### src/hdl/rcpi_pkg.sv
// Constants for the clock control and periodic interrupt block
// Summary of operation
// First control register at address 0xE, read/write, all zero after halt.
// Alarm enable bits 7 and 6 arm or disarm their alarm's match action.
// Route field steers alarm B and periodic interrupt to pin A or B.
// Host keeps test bit 3 at zero; one enters manufacturing test mode.
// Periodic select: 000 off, 001 fixed low, 01x pulse, 1xx level.
// Pulse mode toggles at 2 Hz or 1 Hz, about half duty.
// Level mode asserts each second, minute, hour or month start.
// Periodic falling edge lines up with the seconds increment.
// With slow crystal pulse halves are 0.496 s and 0.504 s.
// Trimming shifts periodic timing every 20 s by at most 3.784 ms.
// Falling edge lags the seconds increment by about 92 us.
// Second register: bits 7,6 zero; bit 4 adjust/halt; halt defaults one.
// Bit 5 selects 12-hour coding at zero, 24-hour at one.
// 12-hour coding: midnight 12, noon 32, afternoon flagged by bit 5.
// Host selects hour coding before writing any time values.
// Adjust at seconds 00-29 clears prescaler and zeroes seconds.
// Adjust at seconds 30-59 also increments minutes.
// Seconds adjustment completes within 122 us of the write.
// Adjust bit is write-only; its position reads the halt flag.
// Periodic flag reads one while output low; level-mode write zero clears.
// Alarm flag sets on match when enabled; write zero clears; disabled reads zero.
// Halt flag sets on halt, clears on write; while set clears controls.
// Clock-disable bit zero enables the crystal clock on pin B.
// Pin goes low when any routed enabled source is active.
package rcpi_pkg;
  localparam logic [3:0] ADDR_CTRL1    = 4'hE;
  localparam logic [3:0] ADDR_CTRL2    = 4'hF;
  localparam logic [7:0] CTRL1_RESET   = 8'h00;
  localparam int         BIT_ALARM_A   = 7;
  localparam int         BIT_ALARM_B   = 6;
  localparam int         BIT_ROUTE_HI  = 5;
  localparam int         BIT_ROUTE_LO  = 4;
  localparam int         BIT_TEST      = 3;
  localparam int         BIT_HOUR24    = 5;
  localparam int         BIT_ADJUST    = 4;
  localparam int         BIT_CLKDIS    = 3;
  localparam int         BIT_PFLAG     = 2;
  localparam int         BIT_AFLAG     = 1;
  localparam int         BIT_BFLAG     = 0;
  localparam logic [7:0] SEC_HALF_BCD  = 8'h30;
  localparam int         CLK_MHZ       = 50;
  localparam int         EDGE_LAG_NS   = 92000;
  localparam int         EDGE_LAG_CYC  = EDGE_LAG_NS * CLK_MHZ / 1000;
  localparam int         ADJ_MAX_NS    = 122000;
  localparam int         ADJ_MAX_CYC   = ADJ_MAX_NS * CLK_MHZ / 1000;
  localparam int         TRIM_PERIOD_S = 20;
  // Periodic select codes
  localparam logic [2:0] PSEL_OFF      = 3'h0;
  localparam logic [2:0] PSEL_LOW      = 3'h1;
  localparam logic [2:0] PSEL_2HZ      = 3'h2;
  localparam logic [2:0] PSEL_1HZ      = 3'h3;
  localparam logic [2:0] PSEL_SEC      = 3'h4;
  localparam logic [2:0] PSEL_MIN      = 3'h5;
  localparam logic [2:0] PSEL_HOUR     = 3'h6;
  localparam logic [2:0] PSEL_MONTH    = 3'h7;
endpackage : rcpi_pkg

### src/hdl/rcpi_ctrl.sv
// Control registers, output routing and periodic interrupt timing
`timescale 1ns/1ps
`default_nettype none
module rcpi_ctrl #(
  parameter int LAG_CYCLES = rcpi_pkg::EDGE_LAG_CYC
) (
  input  wire logic       clk_in,            // 50 MHz system clock
  input  wire logic       reset_in,          // Async reset, active high
  input  wire logic [3:0] reg_addr_in,       // Internal register address
  input  wire logic [7:0] reg_wdata_in,      // Write data
  input  wire logic       reg_wr_in,         // Write strobe, one cycle
  input  wire logic       reg_rd_in,         // Read strobe, one cycle
  input  wire logic       sec_tick_in,       // Seconds counter increments
  input  wire logic       quarter_tick_in,   // Prescaler quarter, not at second
  input  wire logic [7:0] seconds_bcd_in,    // Current seconds, BCD
  input  wire logic       at_sec00_in,       // New seconds value is 00
  input  wire logic       at_min00_in,       // New time is mm:ss 00:00
  input  wire logic       at_month1_in,      // New time is day 1 00:00:00
  input  wire logic       alarm_a_match_in,  // Alarm A compare hit, pulse
  input  wire logic       alarm_b_match_in,  // Alarm B compare hit, pulse
  input  wire logic       osc_halt_in,       // Oscillator halt detector, async
  input  wire logic       clk32k_in,         // Crystal clock, async
  output logic      [7:0] reg_rdata_out,     // Read data, valid after strobe
  output logic            irq_pin_a_n_out,   // Pin A level, low when active
  output logic            irq_pin_a_oe_out,  // Pin A drive enable
  output logic            irq_pin_b_n_out,   // Pin B level, low when active
  output logic            irq_pin_b_oe_out,  // Pin B drive enable
  output logic            presc_clear_out,   // Clear sub-second stages, pulse
  output logic            seconds_zero_out,  // Load seconds with 00, pulse
  output logic            minute_inc_out,    // Increment minutes, pulse
  output logic            hour24_out,        // 24-hour coding selected
  output logic            test_mode_out      // Manufacturing test mode
);

  localparam int LW = $clog2(LAG_CYCLES + 1);

  typedef struct packed {
    logic [7:0]    ctrl1;
    logic          hour24;
    logic          halt;
    logic          clkdis;
    logic          pflag;
    logic          aflag;
    logic          bflag;
    logic [LW-1:0] lag;
    logic [1:0]    quarter;
    logic          halt_s1;
    logic          halt_s2;
    logic          clk_s1;
    logic          clk_s2;
    logic [7:0]    rdata;
    logic          pin_a;
    logic          pin_a_oe;
    logic          pin_b;
    logic          pin_b_oe;
    logic          presc_clr;
    logic          sec_zero;
    logic          min_inc;
  } rcpi_state_s;

  rcpi_state_s st;
  rcpi_state_s next_st;

  logic       wr_c1;
  logic       wr_c2;
  logic       sec_edge;
  logic [2:0] psel;
  logic       level_mode;
  logic       level_hit;
  logic       a_on;
  logic       b_on;
  logic       route_b_alarm;
  logic       route_b_per;

  // Decode of strobes and current settings
  always_comb begin
    wr_c1 = reg_wr_in && (reg_addr_in == rcpi_pkg::ADDR_CTRL1);
    wr_c2 = reg_wr_in && (reg_addr_in == rcpi_pkg::ADDR_CTRL2);
    sec_edge = (st.lag == LW'(1));
    psel = st.ctrl1[2:0];
    level_mode = psel[2];
    route_b_alarm = st.ctrl1[rcpi_pkg::BIT_ROUTE_LO];
    route_b_per = st.ctrl1[rcpi_pkg::BIT_ROUTE_HI];
    case (psel)
      rcpi_pkg::PSEL_SEC:   level_hit = 1'b1;
      rcpi_pkg::PSEL_MIN:   level_hit = at_sec00_in;
      rcpi_pkg::PSEL_HOUR:  level_hit = at_min00_in;
      rcpi_pkg::PSEL_MONTH: level_hit = at_month1_in;
      default:              level_hit = 1'b0;
    endcase
  end

  // Next state of the whole block
  always_comb begin
    next_st = st;
    next_st.halt_s1 = osc_halt_in;
    next_st.halt_s2 = st.halt_s1;
    next_st.clk_s1 = clk32k_in;
    next_st.clk_s2 = st.clk_s1;
    next_st.presc_clr = 1'b0;
    next_st.sec_zero = 1'b0;
    next_st.min_inc = 1'b0;
    // Seconds increment delayed to the output edge
    if (sec_tick_in) begin
      next_st.lag = LW'(LAG_CYCLES);
    end else if (st.lag != '0) begin
      next_st.lag = st.lag - LW'(1);
    end
    // Quarter-second phase, restarted by the delayed second edge
    if (sec_edge) begin
      next_st.quarter = 2'h0;
    end else if (quarter_tick_in) begin
      next_st.quarter = st.quarter + 2'h1;
    end
    // First control register
    if (wr_c1) begin
      next_st.ctrl1 = reg_wdata_in;
    end
    // Second control register writes
    if (wr_c2) begin
      next_st.hour24 = reg_wdata_in[rcpi_pkg::BIT_HOUR24];
      next_st.clkdis = reg_wdata_in[rcpi_pkg::BIT_CLKDIS];
      next_st.halt = 1'b0;
      if (reg_wdata_in[rcpi_pkg::BIT_ADJUST]) begin
        next_st.presc_clr = 1'b1;
        next_st.sec_zero = 1'b1;
        next_st.min_inc = (seconds_bcd_in >= rcpi_pkg::SEC_HALF_BCD);
      end
      if (!reg_wdata_in[rcpi_pkg::BIT_AFLAG]) begin
        next_st.aflag = 1'b0;
      end
      if (!reg_wdata_in[rcpi_pkg::BIT_BFLAG]) begin
        next_st.bflag = 1'b0;
      end
      if (!reg_wdata_in[rcpi_pkg::BIT_PFLAG] && level_mode) begin
        next_st.pflag = 1'b0;
      end
    end
    // Alarm matches; set wins over a clear in the same cycle
    if (alarm_a_match_in && st.ctrl1[rcpi_pkg::BIT_ALARM_A]) begin
      next_st.aflag = 1'b1;
    end
    if (alarm_b_match_in && st.ctrl1[rcpi_pkg::BIT_ALARM_B]) begin
      next_st.bflag = 1'b1;
    end
    // Periodic flag by select code
    case (psel)
      rcpi_pkg::PSEL_OFF: next_st.pflag = 1'b0;
      rcpi_pkg::PSEL_LOW: next_st.pflag = 1'b1;
      rcpi_pkg::PSEL_2HZ: next_st.pflag = ~next_st.quarter[0];
      rcpi_pkg::PSEL_1HZ: next_st.pflag = ~next_st.quarter[1];
      default: begin
        if (sec_edge && level_hit) begin
          next_st.pflag = 1'b1;
        end
      end
    endcase
    // Halt event forces defaults and holds them while flagged
    if (st.halt_s2) begin
      next_st.halt = 1'b1;
    end
    if (next_st.halt) begin
      next_st.ctrl1 = rcpi_pkg::CTRL1_RESET;
      next_st.clkdis = 1'b0;
      next_st.pflag = 1'b0;
      next_st.aflag = 1'b0;
      next_st.bflag = 1'b0;
    end
    // Disabled alarms read zero
    if (!next_st.ctrl1[rcpi_pkg::BIT_ALARM_A]) begin
      next_st.aflag = 1'b0;
    end
    if (!next_st.ctrl1[rcpi_pkg::BIT_ALARM_B]) begin
      next_st.bflag = 1'b0;
    end
    // Register read path
    if (reg_rd_in) begin
      if (reg_addr_in == rcpi_pkg::ADDR_CTRL1) begin
        next_st.rdata = st.ctrl1;
      end else if (reg_addr_in == rcpi_pkg::ADDR_CTRL2) begin
        next_st.rdata = {2'b00, st.hour24, st.halt, st.clkdis,
                         st.pflag, st.aflag, st.bflag};
      end else begin
        next_st.rdata = 8'h00;
      end
    end
    // Pin routing; pin B also carries the crystal clock
    a_on = st.aflag || (st.bflag && !route_b_alarm) || (st.pflag && !route_b_per);
    b_on = (st.bflag && route_b_alarm) || (st.pflag && route_b_per);
    next_st.pin_a = ~a_on;
    next_st.pin_b = ~b_on && (st.clkdis || st.clk_s2);
    // Drive enables kept in their own flops
    next_st.pin_a_oe = a_on;
    next_st.pin_b_oe = ~next_st.pin_b;
  end

  // State register
  always_ff @(posedge clk_in or posedge reset_in) begin
    if (reset_in) begin
      st <= '0;
      st.halt <= 1'b1;
      st.pin_a <= 1'b1;
      st.pin_b <= 1'b1;
    end else begin
      st <= next_st;
    end
  end

  // Outputs straight from state
  assign reg_rdata_out = st.rdata;
  assign irq_pin_a_n_out = st.pin_a;
  assign irq_pin_a_oe_out = st.pin_a_oe;
  assign irq_pin_b_n_out = st.pin_b;
  assign irq_pin_b_oe_out = st.pin_b_oe;
  assign presc_clear_out = st.presc_clr;
  assign seconds_zero_out = st.sec_zero;
  assign minute_inc_out = st.min_inc;
  assign hour24_out = st.hour24;
  assign test_mode_out = st.ctrl1[rcpi_pkg::BIT_TEST];
endmodule : rcpi_ctrl
`default_nettype wire

### config.mk
export PLATFORM = sky130hd
export DESIGN_NAME = rcpi_ctrl
export DESIGN_NICKNAME = d
export VERILOG_FILES = /design/src/hdl/rcpi_pkg.sv /design/src/hdl/rcpi_ctrl.sv
export SDC_FILE = /design/constraint.sdc
export NUM_CORES = 1
export LEC_CHECK = 0
export ABC_CLOCK_PERIOD_IN_PS = 3220
export BUFFER_PORTS_ARGS = -buffer_cell sky130_fd_sc_hd__buf_2
export CORE_MARGIN = 4
export CORE_UTILIZATION = 57
export DETAILED_ROUTE_END_ITERATION = 12
export PLACE_DENSITY = 0.83
export SYNTH_ARGS = -nofsm -noshare
export SYNTH_HDL_FRONTEND = slang
export SYNTH_SLANG_ARGS = --single-unit
### constraint.sdc
create_clock -name clk_in -period 3.22 [get_ports clk_in]
set_input_delay 0.644 -clock clk_in [delete_from_list [all_inputs] [get_ports clk_in]]
set_output_delay 0.644 -clock clk_in [all_outputs]
set_load 0.01 [all_outputs]
After elaboration in Yosys (flattened, before gate mapping):

Index checks and enable logic that the tools add are counted.

* flip-flop bits (word level): 48
* input port bits: 33
* output and inout bits: 17
* logic and storage cells: 95

* $add $sub $neg: 2
* order comparisons: 1
* equal/unequal tests: 14
* muxes and demuxes: 23
* bitwise logic cells: 5
* reduce and logical (&&, ||, !) cells: 28

Operator list (count)
* two-way mux 13 bit: 2
* two-way mux 8 bit: 3
* nonzero test 7 bit: 2
* == test 13 x 1 -> 1 bit, second input constant: 1
* nonzero test 13 bit: 1
* subtractor 13 x 1 -> 13 bit, second input constant: 1
* == test 3 bit, second input constant: 4
* logical AND 1 bit: 11
* two-way mux 1 bit: 9
* == test 4 bit, second input constant: 2
* >= comparator 8 x 6 -> 1 bit, second input constant: 1
* inequality test 4 x 2 -> 1 bit, second input constant: 2
* inequality test 4 x 3 -> 1 bit, second input constant: 2
* one-hot mux 1 bit (4 select lines): 2
* == test 3 x 2 -> 1 bit, second input constant: 2
* two-way mux 3 bit: 2
* two-way mux 6 bit: 1
* AND reduction 2 bit: 3
* nonzero test 2 bit: 3
* two-way mux 5 bit: 1
* inverter 1 bit: 5
* logical OR 1 bit: 4
* two-way mux 2 bit: 2
* two-way mux 4 bit: 1
* other kinds (4): 6

Logic depth before layout (Yosys ltp):

Gate-level depths: netlist of the first run.

* depth in word-level cells: 8
* mapped depth: 6
* gate-level depth less buffers: 6

Worst setup path before layout of the first run:

OpenSTA, ideal clock, no wires.

* path kind: reg2reg
* from: reg st[29] (netlist bit)
* to: reg st[25] (netlist bit)
* setup time: 0.131 ns
* data arrival time: 1.913 ns
* data required time: 3.089 ns
* setup slack: 1.175 ns
* cell stages (with the launch flop): 6
* buffers on the path: 1
* clock period less this slack: 2.045 ns
* path through: dfrtp_1 or4_1 buf_6 nor4_4 nor4bb_1 or3_1

* word-level cells in the longest chain between the ends: 2

Ends and longest elaborated chain
* start: declaration: line rcpi_ctrl.sv:61 `rcpi_state_s st;`
* start signal: assignment: line rcpi_ctrl.sv:205 `st <= next_st;`
* nonzero test 13 bit: line rcpi_ctrl.sv:106 `end else if (st.lag != '0) begin`
* nonzero test 2 bit (no source line)

No other way between the ends.
A chain may end at the register's enable or synchronous reset.

Worst setup path in the final report of the first run:

Ends and elaborated chain as after synthesis.

==> results of run 1 <==
## kinds of logic (layout without fill, tap and decap cells)
kind of cell / after synthesis / in the layout / share of synthesized area (%)
xor gates and xnor gates: 4 / 4 / 1.57
buffers and inverters: 26 / 63 / 6.23
muxes: 5 / 5 / 2.36
AOI/OAI and AO/OA: 47 / 47 / 12.8
DFF: 47 / 47 / 52.9
adders and majority gates: 3 / 3 / 1.68
and+or+nand+nor: 91 / 91 / 22.4
## worst max-delay path: cells and delay by family (launching register included)
family / cells / cell delay (ns)
flops: 1 / 0.43
simple gates: 4 / 1.74
## final cells by class
class	count	area [µm²]
fill	314	1200
sequential	47	1180
multi-input combinational	150	912
timing repair buffer	46	233
clock buffer	5	68.8
tap	48	60.1
inverter	9	33.8
clock inverter	3	25.0
## where the power goes
part | total (µW) | switching, µW | internal, µW
combinational | 128 | 72.6 | 55.8
sequential | 647 | 23.3 | 624
clock | 357 | 202 | 155
total | 1130 | 298 | 835
## final timing paths
path / from / to / slack [ns] / cells after the start
max: st[29] / st[25] / 0.93 / 4
min: next_st[17] / st[17] / 0.36 / 0
max reg2reg: st[29] / st[25] / 0.93 / 4
min reg2reg: next_st[17] / st[17] / 0.36 / 0
max in group asynchronous: reset_in / irq_pin_a_n_out / 1.96 / 3
min in group asynchronous: reset_in / reg_rdata_out[2] / 0.48 / 2
## stage by stage
stage / util, % / area [µm²] / power [µW] / setup WS, ns
floorplan: - / 2230 / 744 / 1.18
global placement: 65.1 / 2420 / 781 / 0.978
detailed placement: 65.1 / 2420 / 787 / 0.963
CTS: 67.6 / 2510 / 1140 / 0.944
global route: 67.6 / 2510 / 1190 / 0.834
finish: 67.6 / 2510 / 1130 / 0.927
## flip-flops by register name (all words and copies together) (netlist names)
name and cells:
minute_inc_out 1, test_mode_out 1, route_b_alarm 1, presc_clear_out 1, irq_pin_b_n_out 1, next_st 2, irq_pin_a_oe_out 1, irq_pin_a_n_out 1
level_mode 1, reg_rdata_out 8, route_b_per 1, st 24, irq_pin_b_oe_out 1, hour24_out 1, psel 2
## per-layer routing
metal	vias to the layer above	routed length, µm	global-route usage [%]
met1	816	2050	26.9
li1	848	-	-
met4	0	53	4.80
met2	48	2080	29.0
met5	-	0	0
met3	8	267	4.26
## placed cells by master, fill, tap and decap left out, types with 3 or more instances in the layout
cell type	count
inv_1	8
dfrtp_1	44
ha_1	3
a21oi_1	22
nand2b_1	6
clkbuf_8	5
nor2b_1	6
o21ai_0	5
dfstp_2	3
nor3_1	3
nand3_1	4
or3_1	8
mux2i_1	3
nor2_1	20
nand2_1	23
nor4_1	8
buf_2	45
a22oi_1	7
==> out/qor.csv, run 1 <==
metric;value;unit
min_period;2.29;ns
antennaDiodeCount;0;
post_drt_wl_per_cell;14.5;µm
setup-tns-final;0;ns
ant_nets;0;
yosysWarnings;0;
syn_to_final_growth;12.6;%
row_count;22;
chipHeight;70.6;µm
tightest_slew;1.09;ns
hold_class;register to register;
critPathMaxStageDelay;0.72;ns
dr_total_vias;1720;
path_cells;or4_1, nor4_4, nor4bb_1, or3_1;
worstPathArrival;2.47;ns
hold_viol;0;
post-route-period-util;71.2;%
die_x;70.6;µm
synthArstFlopShare;100;%
p_leak;0.00108;µW
pin_count;50;
crit_required;3.40;ns
rsz0062_at_grt;no;
final_layout_size_suffix_gt1_share;24.2;%
path_clk_slew;0.09;ns
cts_buffer_depth;2;
post-dp-hpwl;3250;µm
synth_top_cells_by_count;dfrtp_1, nand2_1, a21oi_1;
gp_congestion;0.801;
grt_pass1_wl;7440;µm
stdcell_count;308;
relSlewSlack;26.9;%
yosysSeqAreaShare;52.9;%
cts-root-buf;clkbuf_8;
drt-vias-per-instance;5.58;
holdWs;0.356;ns
insertion_delay;0.30;ns
path_class;register to register;
cts_max_level;2;
antenna_found_initial;0;
drtIter0Drc;104;
cts.repair.resized;0;
grt_util_all_layers;18.7;%
start_kind;register;
core;0.00372;mm²
synthesis.instances;223;
irDropWorstVdd;0.355;mV
dp_cells;300;
io_buffer_count;45;
synth_cell_types;44;
syn_area_per_cell;10.0;µm²
crit_path_end_kind;register;
grt_max_degree;33;
achievable-frequency;0.436;GHz
setup_viol;0;
cts.sinks;47;
first_global_vias;1608;
synthesis.nets;259;
grt-ovfl-total;0;
synth_edf_count;0;
maxCapViolCount;0;
path_max_fanout;9;
yosysMostFrequentCell;dfrtp_1;
synthTopCellsByArea;dfrtp_1, a21oi_1, nand2_1, dfstp_2, nor2_1;
die_area;0.00498;mm²
wirelength;4450;µm
ys_ff_latch;47;
slew_violations;0;
drc;0;
netlist_area;0.00223;mm²
synth_top_area_share;49.4;%
powerDensity;451;mW/mm²
yosys.area.top_type;dfrtp_1;
start_util;60.0;%
status;completed;
drt_first_pass_iters;4;
fin_skew;0.00419;ns
cts_setup_buffers;0;
synth_ff_type;dfrtp_1;
holdBufCountCts;0;
cpMaxStageDelayCell;or4_1;
fin_nets;295;
cts_tree;yes;
cts_buffers;5;
(Power assumes the default switching activity.)
==> inputs of run 2 (changes only) <==
ABC_CLOCK_PERIOD_IN_PS = 2200   (was 3220)
CORE_UTILIZATION = 53   (was 57)
PLACE_DENSITY = 0.78   (was 0.83)
clock period = 2.2 ns   (was 3.22 ns; I/O delays follow)
==> run 2 against run 1 <==
- hold slack worse by 0.11 ns
- sequential power is 46% higher
- clock power rose by 81%
- final area grew 2.5%
==> out/qor.csv, run 2 (same netlist as run 1, synthesis figures left out) <==
metric;value;unit;change
seqCellArea;0.00118;mm²;unchanged
grt_util_all_layers;18.2;%;was 18.7%
setup_viol;0;;unchanged
start_util;55.4;%;was 60.0%
fin_nets;300;;was 295
crit_required;2.37;ns;was 3.40 ns
drt_first_pass_iters;5;;was 4
start_kind;register;;unchanged
syn_to_final_growth;15.4;%;was 12.6%
cts.repair.resized;0;;unchanged
holdBufCountCts;0;;unchanged
slew_violations;0;;unchanged
post-route-period-util;95.3;%;was 71.2%
intPower;1340;µW;was 835 µW
cts_buffers;5;;unchanged
p_sw_share;24.6;%;was 26.3%
p_leak;0.00112;µW;was 0.00108 µW
dr_total_vias;1765;;was 1720
layout_commonest_cell;buf_2;;unchanged
cts.sinks;47;;unchanged
grt-ovfl-total;0;;unchanged
power_frac_clock;36.3;%;was 31.5%
path_class;register to register;;unchanged
cts_tree;yes;;unchanged
gp_congestion;0.828;;was 0.801
wirelength;4450;µm;about the same
cts_setup_buffers;0;;unchanged
power_frac_comb;10.5;%;was 11.3%
top_register;st;;unchanged
r2r_setup_slack;0.10;ns;was 0.93 ns
path_max_fanout;5;;was 9
maxCapViolCount;0;;unchanged
holdWs;0.246;ns;was 0.356 ns
first_global_vias;1656;;was 1608
row_count;23;;was 22
fillers;344;;was 314
p_switching;438;µW;was 298 µW
final_cell_mix;buf_2, dfrtp_1, nand2_1;;unchanged
status;completed;;unchanged
die_x;72.9;µm;was 70.6 µm
cts_max_level;2;;unchanged
hold_class;input pin to register;;was register to register
post-dp-hpwl;3320;µm;was 3250 µm
achievable-frequency;0.477;GHz;was 0.436 GHz
ant_nets;0;;unchanged
powerDensity;691;mW/mm²;was 451 mW/mm²
multiInputGateArea;912;µm²;unchanged
grt_max_degree;48;;was 33
irDropWorstVdd;0.469;mV;was 0.355 mV
drtIter0Drc;133;;was 104
core;0.00403;mm²;was 0.00372 mm²
tightest_slew;0.572;ns;was 1.09 ns
fin_skew;0.0123;ns;was 0.00419 ns
largest_register_ffs;24;;unchanged
final_layout_size_suffix_gt1_share;26.0;%;was 24.2%
io_buffer_count;45;;unchanged
pin_count;50;;unchanged
hold_viol;0;;unchanged
insertion_delay;0.30;ns;about the same
drt-vias-per-instance;5.60;;was 5.58
grt_pass1_wl;7480;µm;was 7440 µm
cts_buffer_depth;2;;unchanged
antenna_found_initial;0;;unchanged
crit_path_end_kind;register;;unchanged
path_clk_slew;0.09;ns;about the same
min_period;2.10;ns;was 2.29 ns
rsz0062_at_grt;no;;unchanged
cts-root-buf;clkbuf_8;;unchanged
setup-tns-final;0;ns;unchanged
worstPathArrival;2.26;ns;was 2.47 ns
post_drt_wl_per_cell;14.1;µm;was 14.5 µm
die_area;0.00531;mm²;was 0.00498 mm²
chipHeight;72.9;µm;was 70.6 µm
p_seq_share;53.2;%;was 57.1%
drc;0;;unchanged
antennaDiodeCount;0;;unchanged
final_core_utilization;63.9;%;was 67.6%
relSlewSlack;61.8;%;was 26.9%
-- run 2: through the flow --
stage	instances	area, µm²	setup WS (ns)	power, µW
final	315	2570	0.104	1780
after CTS	315	2570	0.110	1800
after floorplan	223	2230	0.155	1090
after detailed placement	307	2460	0.140	1150
after global routing	315	2570	0.0643	1870
after global placement	307	2460	0.206	1150
-- run 2: power by group through the flow --
stage / clock network (µW) / logic (µW) / registers (µW)
after detailed placement: 0 / 190 / 964
after CTS: 665 / 192 / 947
after global placement: 0 / 185 / 961
after global routing: 696 / 217 / 955
after floorplan: 0 / 128 / 960
final: 645 / 187 / 946
-- run 2: per-layer routing --
metal,vias to the layer above,global-route usage (%),share of wire (%),wire length [µm]
met3,14,5.10,8.3,368
met2,61,28.5,47,2110
met5,-,0,0,0
met4,0,6.97,2.4,106
met1,832,24.1,42,1870
li1,858,-,-,-
-- run 2: path summary, 6_finish.rpt --
path,start,end,cells after the start
setup / recovery,st[30],st[36],4
hold / removal,clk32k_in,next_st[15],1
setup reg to reg,st[30],st[36],4
hold reg to reg,next_st[17],st[17],0
max in group asynchronous,reset_in,irq_pin_a_n_out,3
min in group asynchronous,reset_in,test_mode_out,3
-- run 2: worst max-delay path, stage by stage (launching register included) --
cell       delay [ns]
dfrtp_1          0.41
or4_1            0.59
nor4_4           0.40
a221oi_1         0.15
a2111oi_1        0.41
-- run 2: final cells by class --
cell class	instances	area share [%]
Clock inverter	3	1.85
Sequential cell	47	45.8
Inverter	9	1.31
Clock buffer	5	2.67
Multi-Input combinational cell	150	35.4
Timing Repair Buffer	51	10.5
Tap cell	50	2.43
